===== config.mk =====
export PLATFORM = sky130hd
export DESIGN_NAME = wrcr_top
export DESIGN_NICKNAME = d
export VERILOG_FILES = /design/src/shared/wrcr_pkg.sv /design/src/shared/wrcr_rate_if.sv /design/src/hw/wrcr_timer.sv /design/src/hw/wrcr_top.sv
export SDC_FILE = /design/constraint.sdc
export NUM_CORES = 1
export LEC_CHECK = 0
export ABC_AREA = 1
export BUFFER_PORTS_ARGS = -buffer_cell sky130_fd_sc_hd__buf_2
export CORE_MARGIN = 1.5
export CORE_UTILIZATION = 38
export CTS_CLUSTER_DIAMETER = 30
export CTS_CLUSTER_SIZE = 40
export DETAILED_ROUTE_END_ITERATION = 8
export GPL_TIMING_DRIVEN = 0
export PLACE_DENSITY = 0.51
export SLEW_MARGIN = 30
export SYNTH_ARGS = -nofsm -noshare
export SYNTH_HDL_FRONTEND = slang
export SYNTH_SLANG_ARGS = --single-unit

===== constraint.sdc =====
create_clock -name clk -period 9.3 [get_ports clk]
set_input_delay 1.86 -clock clk [delete_from_list [all_inputs] [get_ports clk]]
set_output_delay 1.86 -clock clk [all_outputs]
set_load 0.01 [all_outputs]

===== src/shared/wrcr_pkg.sv =====
/*
  Constants, register map and state types of the wake rate configuration
  block. Assumes a single device clock and one APB slave port.
*/
`default_nettype none
package wrcr_pkg;

  // ----------------------------------------------------------------
  // Register indices (byte address is four times the index)
  // ----------------------------------------------------------------
  localparam logic [5:0] IDX_MODE = 6'h10;
  localparam logic [5:0] IDX_RATE = 6'h11;
  localparam logic [5:0] IDX_PWR = 6'h1c;
  localparam logic [5:0] IDX_TUNE = 6'h29;
  localparam logic [5:0] IDX_STAT = 6'h30;

  // ----------------------------------------------------------------
  // Field positions and reset values
  // ----------------------------------------------------------------
  localparam int RATE_CODE_LSB = 0;
  localparam int RATE_SEL_LSB = 4;
  localparam int RATE_RESERVED_BIT_BIT = 7;
  localparam int PWR_MODE_LSB = 4;
  localparam int MODE_SEL_LSB = 0;
  localparam int MODE_AXIS_LSB = 4;
  localparam logic [7:0] RATE_RESET = 8'h00;

  // ----------------------------------------------------------------
  // Encodings
  // ----------------------------------------------------------------
  localparam logic [2:0] PWR_ULP = 3'h3;
  localparam logic [2:0] PWR_LP = 3'h0;
  localparam logic [2:0] PWR_PREC = 3'h4;
  localparam logic [2:0] MODE_SNIFF = 3'h2;
  localparam logic [2:0] MODE_CONTINUOUS_WAKE_MODE = 3'h5;
  localparam logic [2:0] MODE_SWAKE = 3'h6;
  localparam logic [3:0] CODE_SOFT = 4'hf;

  typedef enum logic [2:0] {
    WRCR_SEL_OFF = 3'h0,
    WRCR_SEL_TRIM = 3'h1,
    WRCR_SEL_WFPICK = 3'h2,
    WRCR_SEL_SFPICK = 3'h3,
    WRCR_SEL_WCNT_LO = 3'h4,
    WRCR_SEL_WCNT_HI = 3'h5,
    WRCR_SEL_SCNT_LO = 3'h6,
    WRCR_SEL_SCNT_HI = 3'h7
  } wrcr_sel_t;

  // ----------------------------------------------------------------
  // State of the register bank and of the sample timer
  // ----------------------------------------------------------------
  typedef struct packed {
    logic [7:0] rateCfg;
    logic [2:0] powerMode;
    logic [2:0] modeSel;
    logic [2:0] axisOff;
    logic [7:0] biasTrim;
    logic [4:0] wakeFpick;
    logic [4:0] sniffFpick;
    logic [15:0] wakeCount;
    logic [15:0] sniffCount;
    logic [31:0] prdata;
    logic pready;
    logic pslverr;
    logic rateValid;
    logic [31:0] period;
    logic sampleStrobe;
    logic [2:0] axisEnable;
    logic sniffActive;
  } wrcr_state_t;

  typedef struct packed {
    logic [31:0] count;
    logic tick;
  } wrcr_timer_t;

  // Wake rate in Hz per code; index 0 ultra-low, 1 low, 2 precision.
  // Zero marks a code that the power mode cannot serve.
  function automatic int unsigned wrcr_odr_hz(input logic [3:0] code,
                                              input logic [1:0] pmIdx);
    logic [2:0][10:0] t;
    t = '0;
    case (code)
      4'h5: t = {11'h000, 11'h00e, 11'h00e};
      4'h6: t = {11'h019, 11'h01c, 11'h01c};
      4'h7: t = {11'h032, 11'h036, 11'h037};
      4'h8: t = {11'h064, 11'h069, 11'h050};
      4'h9: t = {11'h0be, 11'h0d2, 11'h000};
      4'ha: t = {11'h17c, 11'h190, 11'h000};
      4'hb: t = {11'h2ee, 11'h258, 11'h000};
      4'hc: t = {11'h44c, 11'h000, 11'h000};
      4'hf: t = {11'h514, 11'h2ee, 11'h064};
      default: t = '0;
    endcase
    case (pmIdx)
      2'h0: return int'(t[2]);
      2'h1: return int'(t[1]);
      2'h2: return int'(t[0]);
      default: return 0;
    endcase
  endfunction

endpackage
`default_nettype wire


===== src/shared/wrcr_rate_if.sv =====
/*
  Link between the register bank and the sample timer.
  Assumes both ends sit on the same clock.
*/
`default_nettype none
interface wrcr_rate_if;
  logic enable;
  logic [31:0] period;
  logic tick;
  modport ctrl (output enable, output period, input tick);
  modport gen (input enable, input period, output tick);
endinterface
`default_nettype wire


===== src/hw/wrcr_timer.sv =====
/*
  Sample timer: one tick every period cycles while enabled.
  Assumes period is at least one whenever enable is high.
*/
`default_nettype none
module wrcr_timer (
  // Clock and reset
  input wire logic clk,
  input wire logic reset,
  // Rate link
  wrcr_rate_if.gen rate
);

  wrcr_pkg::wrcr_timer_t st_q, st_d;

  always_comb begin
    st_d = st_q;
    st_d.tick = 1'b0;
    if (!rate.enable) begin
      st_d.count = 32'h0;
    end else if (st_q.count >= rate.period - 32'h1) begin
      // Compare, not equal: a period shortened mid-count still wraps
      st_d.count = 32'h0;
      st_d.tick = 1'b1;
    end else begin
      st_d.count = st_q.count + 32'h1;
    end
  end

  always_ff @(posedge clk or posedge reset) begin
    if (reset) begin
      st_q <= '0;
    end else begin
      st_q <= st_d;
    end
  end

  assign rate.tick = st_q.tick;

endmodule
`default_nettype wire


===== src/hw/wrcr_top.sv =====
/*
  Wake rate configuration register bank behind an APB slave, with the
  manual tuning shadow registers and the wake sample timer.
  Assumes an APB master on the same clock; one wait-free access cycle.
*/
// Operation
// RULE_01 - Low four bits of the rate register pick the wake sample rate.
// RULE_02 - Effective wake rate depends on rate code and power mode together.
// RULE_03 - Only codes 5..C and F are valid, limited per power mode.
// RULE_04 - Software runs a setup sequence before choosing the software rate.
// RULE_05 - Select zero disables manual tuning and exposes no shadow register.
// RULE_06 - Three-bit select picks which shadow register the tuning port reaches.
// RULE_07 - Selects 1..3 expose bias trims and the two frequency picks.
// RULE_08 - Selects 4..7 expose low and high bytes of both clock counts.
// RULE_09 - Continuous wake samples enabled axes at wake rate, sniff inactive.
// RULE_10 - Reserved top rate bit is ignored on write and reads zero.
`default_nettype none
module wrcr_top #(
  parameter int unsigned CLK_HZ = 40_000_000
) (
  // Clock and reset
  input wire logic clk,
  input wire logic reset,
  // APB slave
  input wire logic psel,
  input wire logic penable,
  input wire logic pwrite,
  input wire logic [7:0] paddr,
  input wire logic [31:0] pwdata,
  input wire logic [3:0] pstrb,
  output logic [31:0] prdata,
  output logic pready,
  output logic pslverr,
  // Sampling
  output logic sampleStrobe,
  output logic [2:0] axisEnable,
  output logic sniffActive
);

  // ----------------------------------------------------------------
  // Parameter check
  // ----------------------------------------------------------------
  // The fastest rate must still give a period of two cycles or more
  if (CLK_HZ < 2600) begin : g_clk_check
    $error("CLK_HZ too low for the fastest wake rate");
  end

  // ----------------------------------------------------------------
  // Period table per power mode and code
  // ----------------------------------------------------------------
  logic [31:0] periodTab [3][16];

  for (genvar k = 0; k < 3; k++) begin : g_pm
    for (genvar c = 0; c < 16; c++) begin : g_code
      localparam int unsigned HZ = wrcr_pkg::wrcr_odr_hz(4'(c), 2'(k));
      localparam int unsigned DIV = (HZ == 0) ? 1 : HZ;
      assign periodTab[k][c] = (HZ == 0) ? 32'h0 : 32'(CLK_HZ / DIV);
    end
  end

  // ----------------------------------------------------------------
  // State
  // ----------------------------------------------------------------
  wrcr_pkg::wrcr_state_t st_q, st_d;
  wrcr_rate_if rateLink ();

  logic [3:0] rateCode;
  logic [2:0] tuneSel;
  logic [1:0] pmIdx;
  logic pmKnown;
  logic [31:0] tablePeriod;
  logic [31:0] periodNow;
  logic wakeMode;
  logic setup;
  logic wrEn;
  logic mapped;
  logic [7:0] tuneRead;
  logic [31:0] readData;

  assign rateCode = st_q.rateCfg[wrcr_pkg::RATE_CODE_LSB +: 4]; // RULE_01
  assign tuneSel = st_q.rateCfg[wrcr_pkg::RATE_SEL_LSB +: 3];
  assign setup = psel && !penable;
  // Misaligned or unmapped writes are answered but change nothing
  assign wrEn = psel && penable && st_q.pready && pwrite && pstrb[0] &&
                mapped;
  assign wakeMode = (st_q.modeSel == wrcr_pkg::MODE_CONTINUOUS_WAKE_MODE) ||
                    (st_q.modeSel == wrcr_pkg::MODE_SWAKE);

  // ----------------------------------------------------------------
  // Rate decode
  // ----------------------------------------------------------------
  always_comb begin
    pmKnown = 1'b1;
    case (st_q.powerMode) // RULE_02
      wrcr_pkg::PWR_ULP: pmIdx = 2'h0;
      wrcr_pkg::PWR_LP: pmIdx = 2'h1;
      wrcr_pkg::PWR_PREC: pmIdx = 2'h2;
      default: begin
        pmIdx = 2'h0;
        pmKnown = 1'b0;
      end
    endcase
    tablePeriod = pmKnown ? periodTab[pmIdx][rateCode] : 32'h0; // RULE_03
    // Software rate runs off the programmed wake clock count
    if (rateCode == wrcr_pkg::CODE_SOFT && pmKnown) begin
      periodNow = {16'h0, st_q.wakeCount};
    end else begin
      periodNow = tablePeriod;
    end
  end

  // ----------------------------------------------------------------
  // Tuning port read and APB decode
  // ----------------------------------------------------------------
  always_comb begin
    case (wrcr_pkg::wrcr_sel_t'(tuneSel)) // RULE_06
      wrcr_pkg::WRCR_SEL_OFF: tuneRead = 8'h00; // RULE_05
      wrcr_pkg::WRCR_SEL_TRIM: tuneRead = st_q.biasTrim; // RULE_07
      wrcr_pkg::WRCR_SEL_WFPICK: tuneRead = {3'h0, st_q.wakeFpick};
      wrcr_pkg::WRCR_SEL_SFPICK: tuneRead = {3'h0, st_q.sniffFpick};
      wrcr_pkg::WRCR_SEL_WCNT_LO: tuneRead = st_q.wakeCount[7:0]; // RULE_08
      wrcr_pkg::WRCR_SEL_WCNT_HI: tuneRead = st_q.wakeCount[15:8];
      wrcr_pkg::WRCR_SEL_SCNT_LO: tuneRead = st_q.sniffCount[7:0];
      wrcr_pkg::WRCR_SEL_SCNT_HI: tuneRead = st_q.sniffCount[15:8];
      default: tuneRead = 8'h00;
    endcase
    mapped = (paddr[1:0] == 2'h0);
    readData = 32'h0;
    case (paddr[7:2])
      wrcr_pkg::IDX_MODE:
        readData = {24'h0, 1'b0, st_q.axisOff, 1'b0, st_q.modeSel};
      wrcr_pkg::IDX_RATE: readData = {24'h0, st_q.rateCfg};
      wrcr_pkg::IDX_PWR:
        readData = {24'h0, 1'b0, st_q.powerMode, 4'h0};
      wrcr_pkg::IDX_TUNE: readData = {24'h0, tuneRead};
      wrcr_pkg::IDX_STAT:
        readData = {29'h0, st_q.sniffActive, st_q.sampleStrobe,
                    st_q.rateValid};
      default: mapped = 1'b0;
    endcase
  end

  // ----------------------------------------------------------------
  // Next state
  // ----------------------------------------------------------------
  always_comb begin
    st_d = st_q;
    // Answer one cycle after setup: prdata and pready stay registered
    st_d.pready = setup;
    st_d.pslverr = setup && !mapped;
    if (setup && !pwrite) begin
      st_d.prdata = mapped ? readData : 32'h0;
    end
    if (wrEn) begin
      case (paddr[7:2])
        wrcr_pkg::IDX_MODE: begin
          st_d.modeSel = pwdata[wrcr_pkg::MODE_SEL_LSB +: 3];
          st_d.axisOff = pwdata[wrcr_pkg::MODE_AXIS_LSB +: 3];
        end
        wrcr_pkg::IDX_RATE: begin
          st_d.rateCfg = {1'b0, pwdata[6:0]}; // RULE_10
        end
        wrcr_pkg::IDX_PWR: begin
          st_d.powerMode = pwdata[wrcr_pkg::PWR_MODE_LSB +: 3];
        end
        wrcr_pkg::IDX_TUNE: begin
          case (wrcr_pkg::wrcr_sel_t'(tuneSel)) // RULE_06
            wrcr_pkg::WRCR_SEL_TRIM: st_d.biasTrim = pwdata[7:0]; // RULE_07
            wrcr_pkg::WRCR_SEL_WFPICK: st_d.wakeFpick = pwdata[4:0];
            wrcr_pkg::WRCR_SEL_SFPICK: st_d.sniffFpick = pwdata[4:0];
            wrcr_pkg::WRCR_SEL_WCNT_LO: st_d.wakeCount[7:0] = pwdata[7:0];
            wrcr_pkg::WRCR_SEL_WCNT_HI: st_d.wakeCount[15:8] = pwdata[7:0];
            wrcr_pkg::WRCR_SEL_SCNT_LO: st_d.sniffCount[7:0] = pwdata[7:0];
            wrcr_pkg::WRCR_SEL_SCNT_HI: st_d.sniffCount[15:8] = pwdata[7:0];
            default: st_d.biasTrim = st_q.biasTrim; // RULE_05
          endcase
        end
        default: st_d.rateCfg = st_q.rateCfg;
      endcase
    end
    // A zero period means the code is not served in this power mode
    st_d.rateValid = (periodNow != 32'h0); // RULE_03
    st_d.period = periodNow; // RULE_02
    st_d.axisEnable = wakeMode ? ~st_q.axisOff : 3'h0; // RULE_09
    st_d.sniffActive = (st_q.modeSel == wrcr_pkg::MODE_SNIFF) ||
                       (st_q.modeSel == wrcr_pkg::MODE_SWAKE); // RULE_09
    st_d.sampleStrobe = rateLink.tick;
  end

  always_ff @(posedge clk or posedge reset) begin
    if (reset) begin
      st_q <= '0;
      st_q.rateCfg <= wrcr_pkg::RATE_RESET;
    end else begin
      st_q <= st_d;
    end
  end

  // ----------------------------------------------------------------
  // Sample timer
  // ----------------------------------------------------------------
  assign rateLink.enable = st_q.rateValid && (st_q.axisEnable != 3'h0);
  assign rateLink.period = st_q.period;

  wrcr_timer u_timer (
    .clk(clk),
    .reset(reset),
    .rate(rateLink)
  );

  assign prdata = st_q.prdata;
  assign pready = st_q.pready;
  assign pslverr = st_q.pslverr;
  assign sampleStrobe = st_q.sampleStrobe;
  assign axisEnable = st_q.axisEnable;
  assign sniffActive = st_q.sniffActive;

  logic tuneRd;
  assign tuneRd = setup && !pwrite && paddr == {wrcr_pkg::IDX_TUNE, 2'h0};
endmodule
`default_nettype wire


* Word-level counts from Yosys, hierarchy flattened
Cells that the tools add are included.
** Cells by class
- $add $sub $neg :: 2
- Magnitude comparators :: 3
- Equality and inequality tests :: 18
- Multiplexer cells :: 19
- Bitwise operators :: 3
- Reductions and logical operators :: 32
** Operators by type and width (number)
- binary-select mux 512 bit (select 2 bit) :: 1
- 2-to-1 mux 512 bit :: 2
- 2-to-1 mux 32 bit :: 7
- binary-select mux 32 bit (select 4 bit) :: 1
- one-hot mux 8 bit (8 select lines) :: 1
- one-hot mux 8 bit (5 select lines) :: 1
- adder 32 x 1 -> 32 bit, second input constant :: 1
- >= comparator 32 bit :: 1
- nonzero test 32 bit :: 1
- subtractor 32 x 1 -> 32 bit, second input constant :: 1
- == test 3 bit, second input constant :: 7
- AND reduction 3 bit :: 7
- == test 6 x 5 -> 1 bit, second input constant :: 3
- == test 3 x 2 -> 1 bit, second input constant :: 4
- == test 6 bit, second input constant :: 2
- logical AND 1 bit :: 10
- logical NOT 3 bit :: 2
- AND reduction 2 bit :: 3
- >= comparator 5 bit, second input constant :: 1
- inverter 4 -> 5 bit :: 1
- OR reduction 5 bit :: 1
- == test 4 bit, second input constant :: 1
- 2-to-1 mux 1 bit :: 4
- one-hot mux 2 bit (2 select lines) :: 1
- other kinds (10) :: 13
** Word-level totals
- Register bits :: 171
- Output and inout port bits :: 39
- Word-level logic and storage cells :: 98

* Depth between registers and ports, before layout
- Depth in word-level cells :: 12
- Mapped depth :: 20
- Depth with buffers taken out :: 20

* Modules after synthesis
From an unflattened synthesis, not the netlist that was laid out.
** Second synthesis, totals
- Cell total of the unflattened synthesis :: 1288
- Area, all modules :: 9106.2 µm²
** By module, submodules not included
- wrcr_top :: times used 1, cells an instance 760, area each 5605.4 µm², sequential area each 2602.5 µm²
- wrcr_timer :: times used 1, cells an instance 528, area each 3500.9 µm², sequential area each 825.8 µm²

* Worst setup path before layout
Ideal clock, no wire load.
- Kind :: input to register
- From :: in paddr[3]
- To :: reg st_q (netlist bit rateCode[1])
- Data arrival time :: 3.015 ns
- Required time :: 9.164 ns
- Path slack :: 6.149 ns
- Stages on the path :: 9
- Cells stage by stage :: inv_1 nand2_1 nor3_4 nor3_2 nor2_4 nand2_4 nor2_1 buf_4 o21ai_0
** Between the ends
- Word-level cells in the longest chain between the ends :: 5
- Elaborated cells between the ends (all ways) :: 9
** RTL lines
- start, declared :: line wrcr_top.sv:28 : input wire logic [7:0] paddr,
- == test 6 bit, or another cell as far along :: line wrcr_top.sv:129 : case (paddr[7:2])
- OR reduction 5 bit (no source line)
- 2-to-1 mux 1 bit :: line wrcr_top.sv:129
- logical AND 1 bit :: line wrcr_top.sv:84 : assign wrEn = psel && penable && st_q.pready && pwrite && pstrb[0] &&
- AND reduction 2 bit (no source line) *
- end signal, assigned :: line wrcr_top.sv:195 : st_q <= st_d;
- end, declared :: line wrcr_top.sv:64 : wrcr_pkg::wrcr_state_t st_q, st_d;
Every way passes the cells marked *; elsewhere a longest branch is shown, timed or not.
A chain may end at the register's enable or synchronous reset.

==> summary.txt <==
Run status
  • Run status: complete, no violations

Route
  • Routed wire length per instance: ~16 um
  • Number of nets with antenna violations after detailed routing: 0
  • Via-to-Cell Ratio: approximately 5.1
  • Number of optimization iterations in the first detailed-route pass: 5
  • # DRC: 0
  • Total detailed-routing wirelength: approximately 25 mm
  • Vias: ~8.0k
  • Number of DRC violations after detailed-routing iteration 0: between 400 and 500

Clocking
  • Clock root cell: clkbuf_16
  • Post-cts sizing count: 0
  • Hold Buf Count CTS: 0
  • Total number of H-tree levels: 4
  • Clock sink count: ~140
  • Inserted Clock Buffers: 17
  • Buffer count from post-CTS setup fixing: 0
  • CTS tree: built
  • Worst-skew pair later-pin latency: 0.42 ns
  • Clock-pin slew reported for the worst setup and hold paths after clock tree synthesis: about 0.060 ns
  • Clock Tree Buf Depth: 2

Floorplan
  • Area of the core: 22000 um2
  • Initial cell density of the core: 0.392
  • Count of standard-cell rows: 54
  • Overall die width: 154 um
  • Die area: ~24000 um2
  • Top-level I/O count: between 80 and 90
  • Die height: 154 um

Critical path
  • Setup crit end kind: flip-flop
  • Critical path required time: approximately 9.6 ns
  • Cell family contributing the most delay on the critical path: simple AND/OR/NAND/NOR gates
  • Category of the most critical setup path: reg2reg
  • Largest fanout on the critical path: 10
  • Slowest cell on the critical path: clkbuf_1
  • Worst-path cell chain: or2_2 > nor2_1 > nand3_1 > nor3_2 > nand3_1 > xor2_1 > ha_1 > nand2_1 > nor3_1 > nand3_1 > nor2_1 > nand4_1 > nand3_1 > clkbuf_1 > nor2_1
  • Worst reg2reg setup slack: ~5.3 ns
  • CP arrival: between 4 and 5 ns
  • Type of element launching the critical path: flip-flop
  • Critical path's largest stage delay: ~0.52 ns
  • Most prevalent standard cell on the critical path: nand3_1
  • Worst path buffer plus inverter count: 1

Global route
  • Largest net degree at the start of global routing: 74
  • Initial antenna violation count: 0
  • Via count of the first global-routing pass: just under 8k
  • Wire length of the first global-routing pass: between 40 and 50 mm
  • Aggregate global routing overflow: 0
  • GR Util All Layers: 0.223

STA
  • Final Max Slew Viols: 0
  • Headroom to the max-slew limit: 0.484
  • Endpoints failing setup: 0
  • Clock tree skew after final layout: roughly 0.012 ns
  • Setup repair after global routing missed its margin: false
  • Final hold violation count: 0
  • Shortest period the worst path allows: 4.03 ns
  • Fraction of the cycle the final worst path needs: 0.434
  • Summed negative setup slack over all endpoints: 0 ns
  • Slew at the pin with the worst max-slew slack: approximately 0.77 ns
  • Fmax: about 250 MHz

Power and ir drop
  • Total leakage power: approximately 5.4 nW
  • Net Sw Power: 0.312 mW
  • Switching portion of total power: 0.240
  • Clock power frac: 0.506
  • Comb pwr share: 0.035
  • Power per Cell Area: around 130 nW/um2
  • Register share of total power: 0.459
  • Internal portion of total power: ~0.99 mW
  • VDD IR max: 0.0000852 V

Final layout
  • Count of nets after finishing: 1359
  • Storage cell area: approximately 3400 um2
  • Multi-input gate area in the final layout: ~4500 um2
  • Post-route cell area: about 9800 um2
  • Post-Layout Cell Count: roughly 1.6k
  • Syn-to-layout area delta: 13.7%
  • Antenna Diode Count: 0
  • Fraction of final layout cells sized beyond drive strength 1: 0.109
  • Fill cell instance count of the final layout: 2316

Yosys
  • Cell with the most instances after synthesis: nand2_1
  • Most frequent cells after synthesis: 384 x nand2_1, 137 x dfrtp_1, 134 x nand3_1
  • Area share of the largest cell type after synthesis: 0.397
  • Synthesized instance count: around 1.2k
  • Largest cells by area after synthesis: dfrtp_1 40%, nand2_1 17%, nand3_1 7.8%, nor2_1 5.0%, ha_1 4.9%
  • Post-Synthesis Mean Instance Area: 7.17 um2
  • Number of enable flip-flop cells after synthesis: 0
  • Unique masters post-synth: 44
  • Proportion of synthesized chip area in sequential cells: 0.397
  • Number of synthesized register bits: approximately 140
  • Asr flop ratio synth: 1.00
  • Post-synth top area cell: dfrtp_1
  • Ys Warns: 0
  • Post-Synthesis Cell Area: approximately 8600 um2
  • Most used flip-flop cell after synthesis: dfrtp_1

Place
  • Post-DP HPWL: 18.9 mm
  • Count of buffers from port buffering: 29
  • Final weighted congestion of routability-driven global placement: between 0.8 and 0.9
  • Placed cell count: 1537
  • Total cell area at the placement stage: roughly 9200 um2

Hold path
  • Min-Delay Path Class: reg2reg

Flow run
  • Max capacitance violation total: 0
-- per-layer routing --
layer / routed length [um] / vias to the layer above / part of all wire / track usage
li1: - / 4035 / - / -
met1: 11200 / 3715 / 0.44 / 0.278
met2: 12600 / 174 / 0.50 / 0.388
met3: 810 / 29 / 0.032 / 0.0372
met4: 640 / 0 / 0.025 / 0.0828
met5: 0 / - / 0 / 0
-- worst register-to-register path: cells and delay by family (launching register included) --
kind	cells	cell delay (ns)
adders and majority gates	1	0.30
and+or+nand+nor	12	2.49
DFF	1	0.40
buffers and inverters	1	0.52
xor gates and xnor gates	1	0.18
-- power by group through the flow --
stage	Clock [mW]	Combinational (mW)	Sequential [mW]
6_report	0.657	0.0449	0.597
5_1_grt	0.695	0.0503	0.596
4_1_cts	0.674	0.0458	0.597
3_5_place_dp	0	0.0456	0.608
3_3_place_gp	0	0.0439	0.608
2_1_floorplan	0	0.0290	0.608
-- cell families (layout without fill, tap and decap cells) --
| logic type | after synthesis | in the layout | share of synthesized area |
|---|---|---|---|
| XOR/XNOR | 17 | 17 | 0.0173 |
| adder cells (fa/ha/maj) | 34 | 34 | 0.0493 |
| other | 1 | 24 | 0.000435 |
| flip-flops | 137 | 137 | 0.397 |
| AND/OR/NAND/NOR | 709 | 709 | 0.353 |
| buffers and inverters | 171 | 233 | 0.0956 |
| AO/OA/AOI/OAI | 135 | 135 | 0.0869 |
-- state kept, by name, indices dropped and copies added, names as in the netlist --
signal,cells
prdata,8
pslverr,1
axisEnable,3
rateLink.period,22
st_q,63
rateCode,4
u_timer.rate.tick,1
sniffActive,1
pready,1
u_timer.st_q,32
sampleStrobe,1
-- cells in the final DEF, fill, tap and decap left out, types with 3 or more instances in the layout --
master,synthesis,routed
xor2_1,9,9
buf_6,4,4
buf_2,14,43
a21o_1,3,3
ha_1,34,34
buf_4,36,36
clkbuf_1,17,18
inv_1,92,91
dfrtp_1,137,137
nor2_1,115,115
a31oi_1,7,7
nand2_2,5,5
clkbuf_16,0,17
a22oi_1,5,5
nor3_2,4,4
o22ai_1,6,6
nor4_1,3,3
inv_6,0,3
nand2_1,384,384
nand3_1,134,134
clkinv_2,0,3
nor2_4,3,3
clkinvlp_4,0,4
xnor2_1,8,8
a21oi_1,41,41
o21ai_0,57,57
conb_1,1,24
or2_2,6,6
o21a_1,3,3
o21bai_1,4,4
clkinv_1,7,7
nand4_1,24,24
nor3_1,22,22
-- worst paths after layout --
path,depth (start not counted),from,end
min,0,u_timer.rate.tick,sampleStrobe
max reg2reg,15,rateLink.period[2],u_timer.st_q[20]
max in group asynchronous,3,reset,u_timer.st_q[21]
min in group asynchronous,2,reset,st_q[84]
max,15,rateLink.period[2],u_timer.st_q[20]
min reg2reg,0,u_timer.rate.tick,sampleStrobe
-- per-stage QoR --
step	setup WS, ns	utilization	total power [mW]	hold slack [ns]
2_1_floorplan	3.77	-	0.637	0.331
3_3_place_gp	1.84	0.418	0.652	0.336
3_5_place_dp	5.16	0.420	0.653	0.337
4_1_cts	5.15	0.445	1.32	0.358
5_1_grt	4.74	0.445	1.34	0.372
6_report	5.27	0.445	1.30	0.354
-- cell type report --
cell class / instances / share of cell area
multi-input combinational: 919 / 0.455
sequential: 137 / 0.350
buffer: 72 / 0.0462
clock buffer: 19 / 0.0452
inverter: 99 / 0.0387
tap: 280 / 0.0357
timing repair buffer: 30 / 0.0176
clock inverter: 13 / 0.0121
Note: power is estimated with default switching activity, not from simulation.
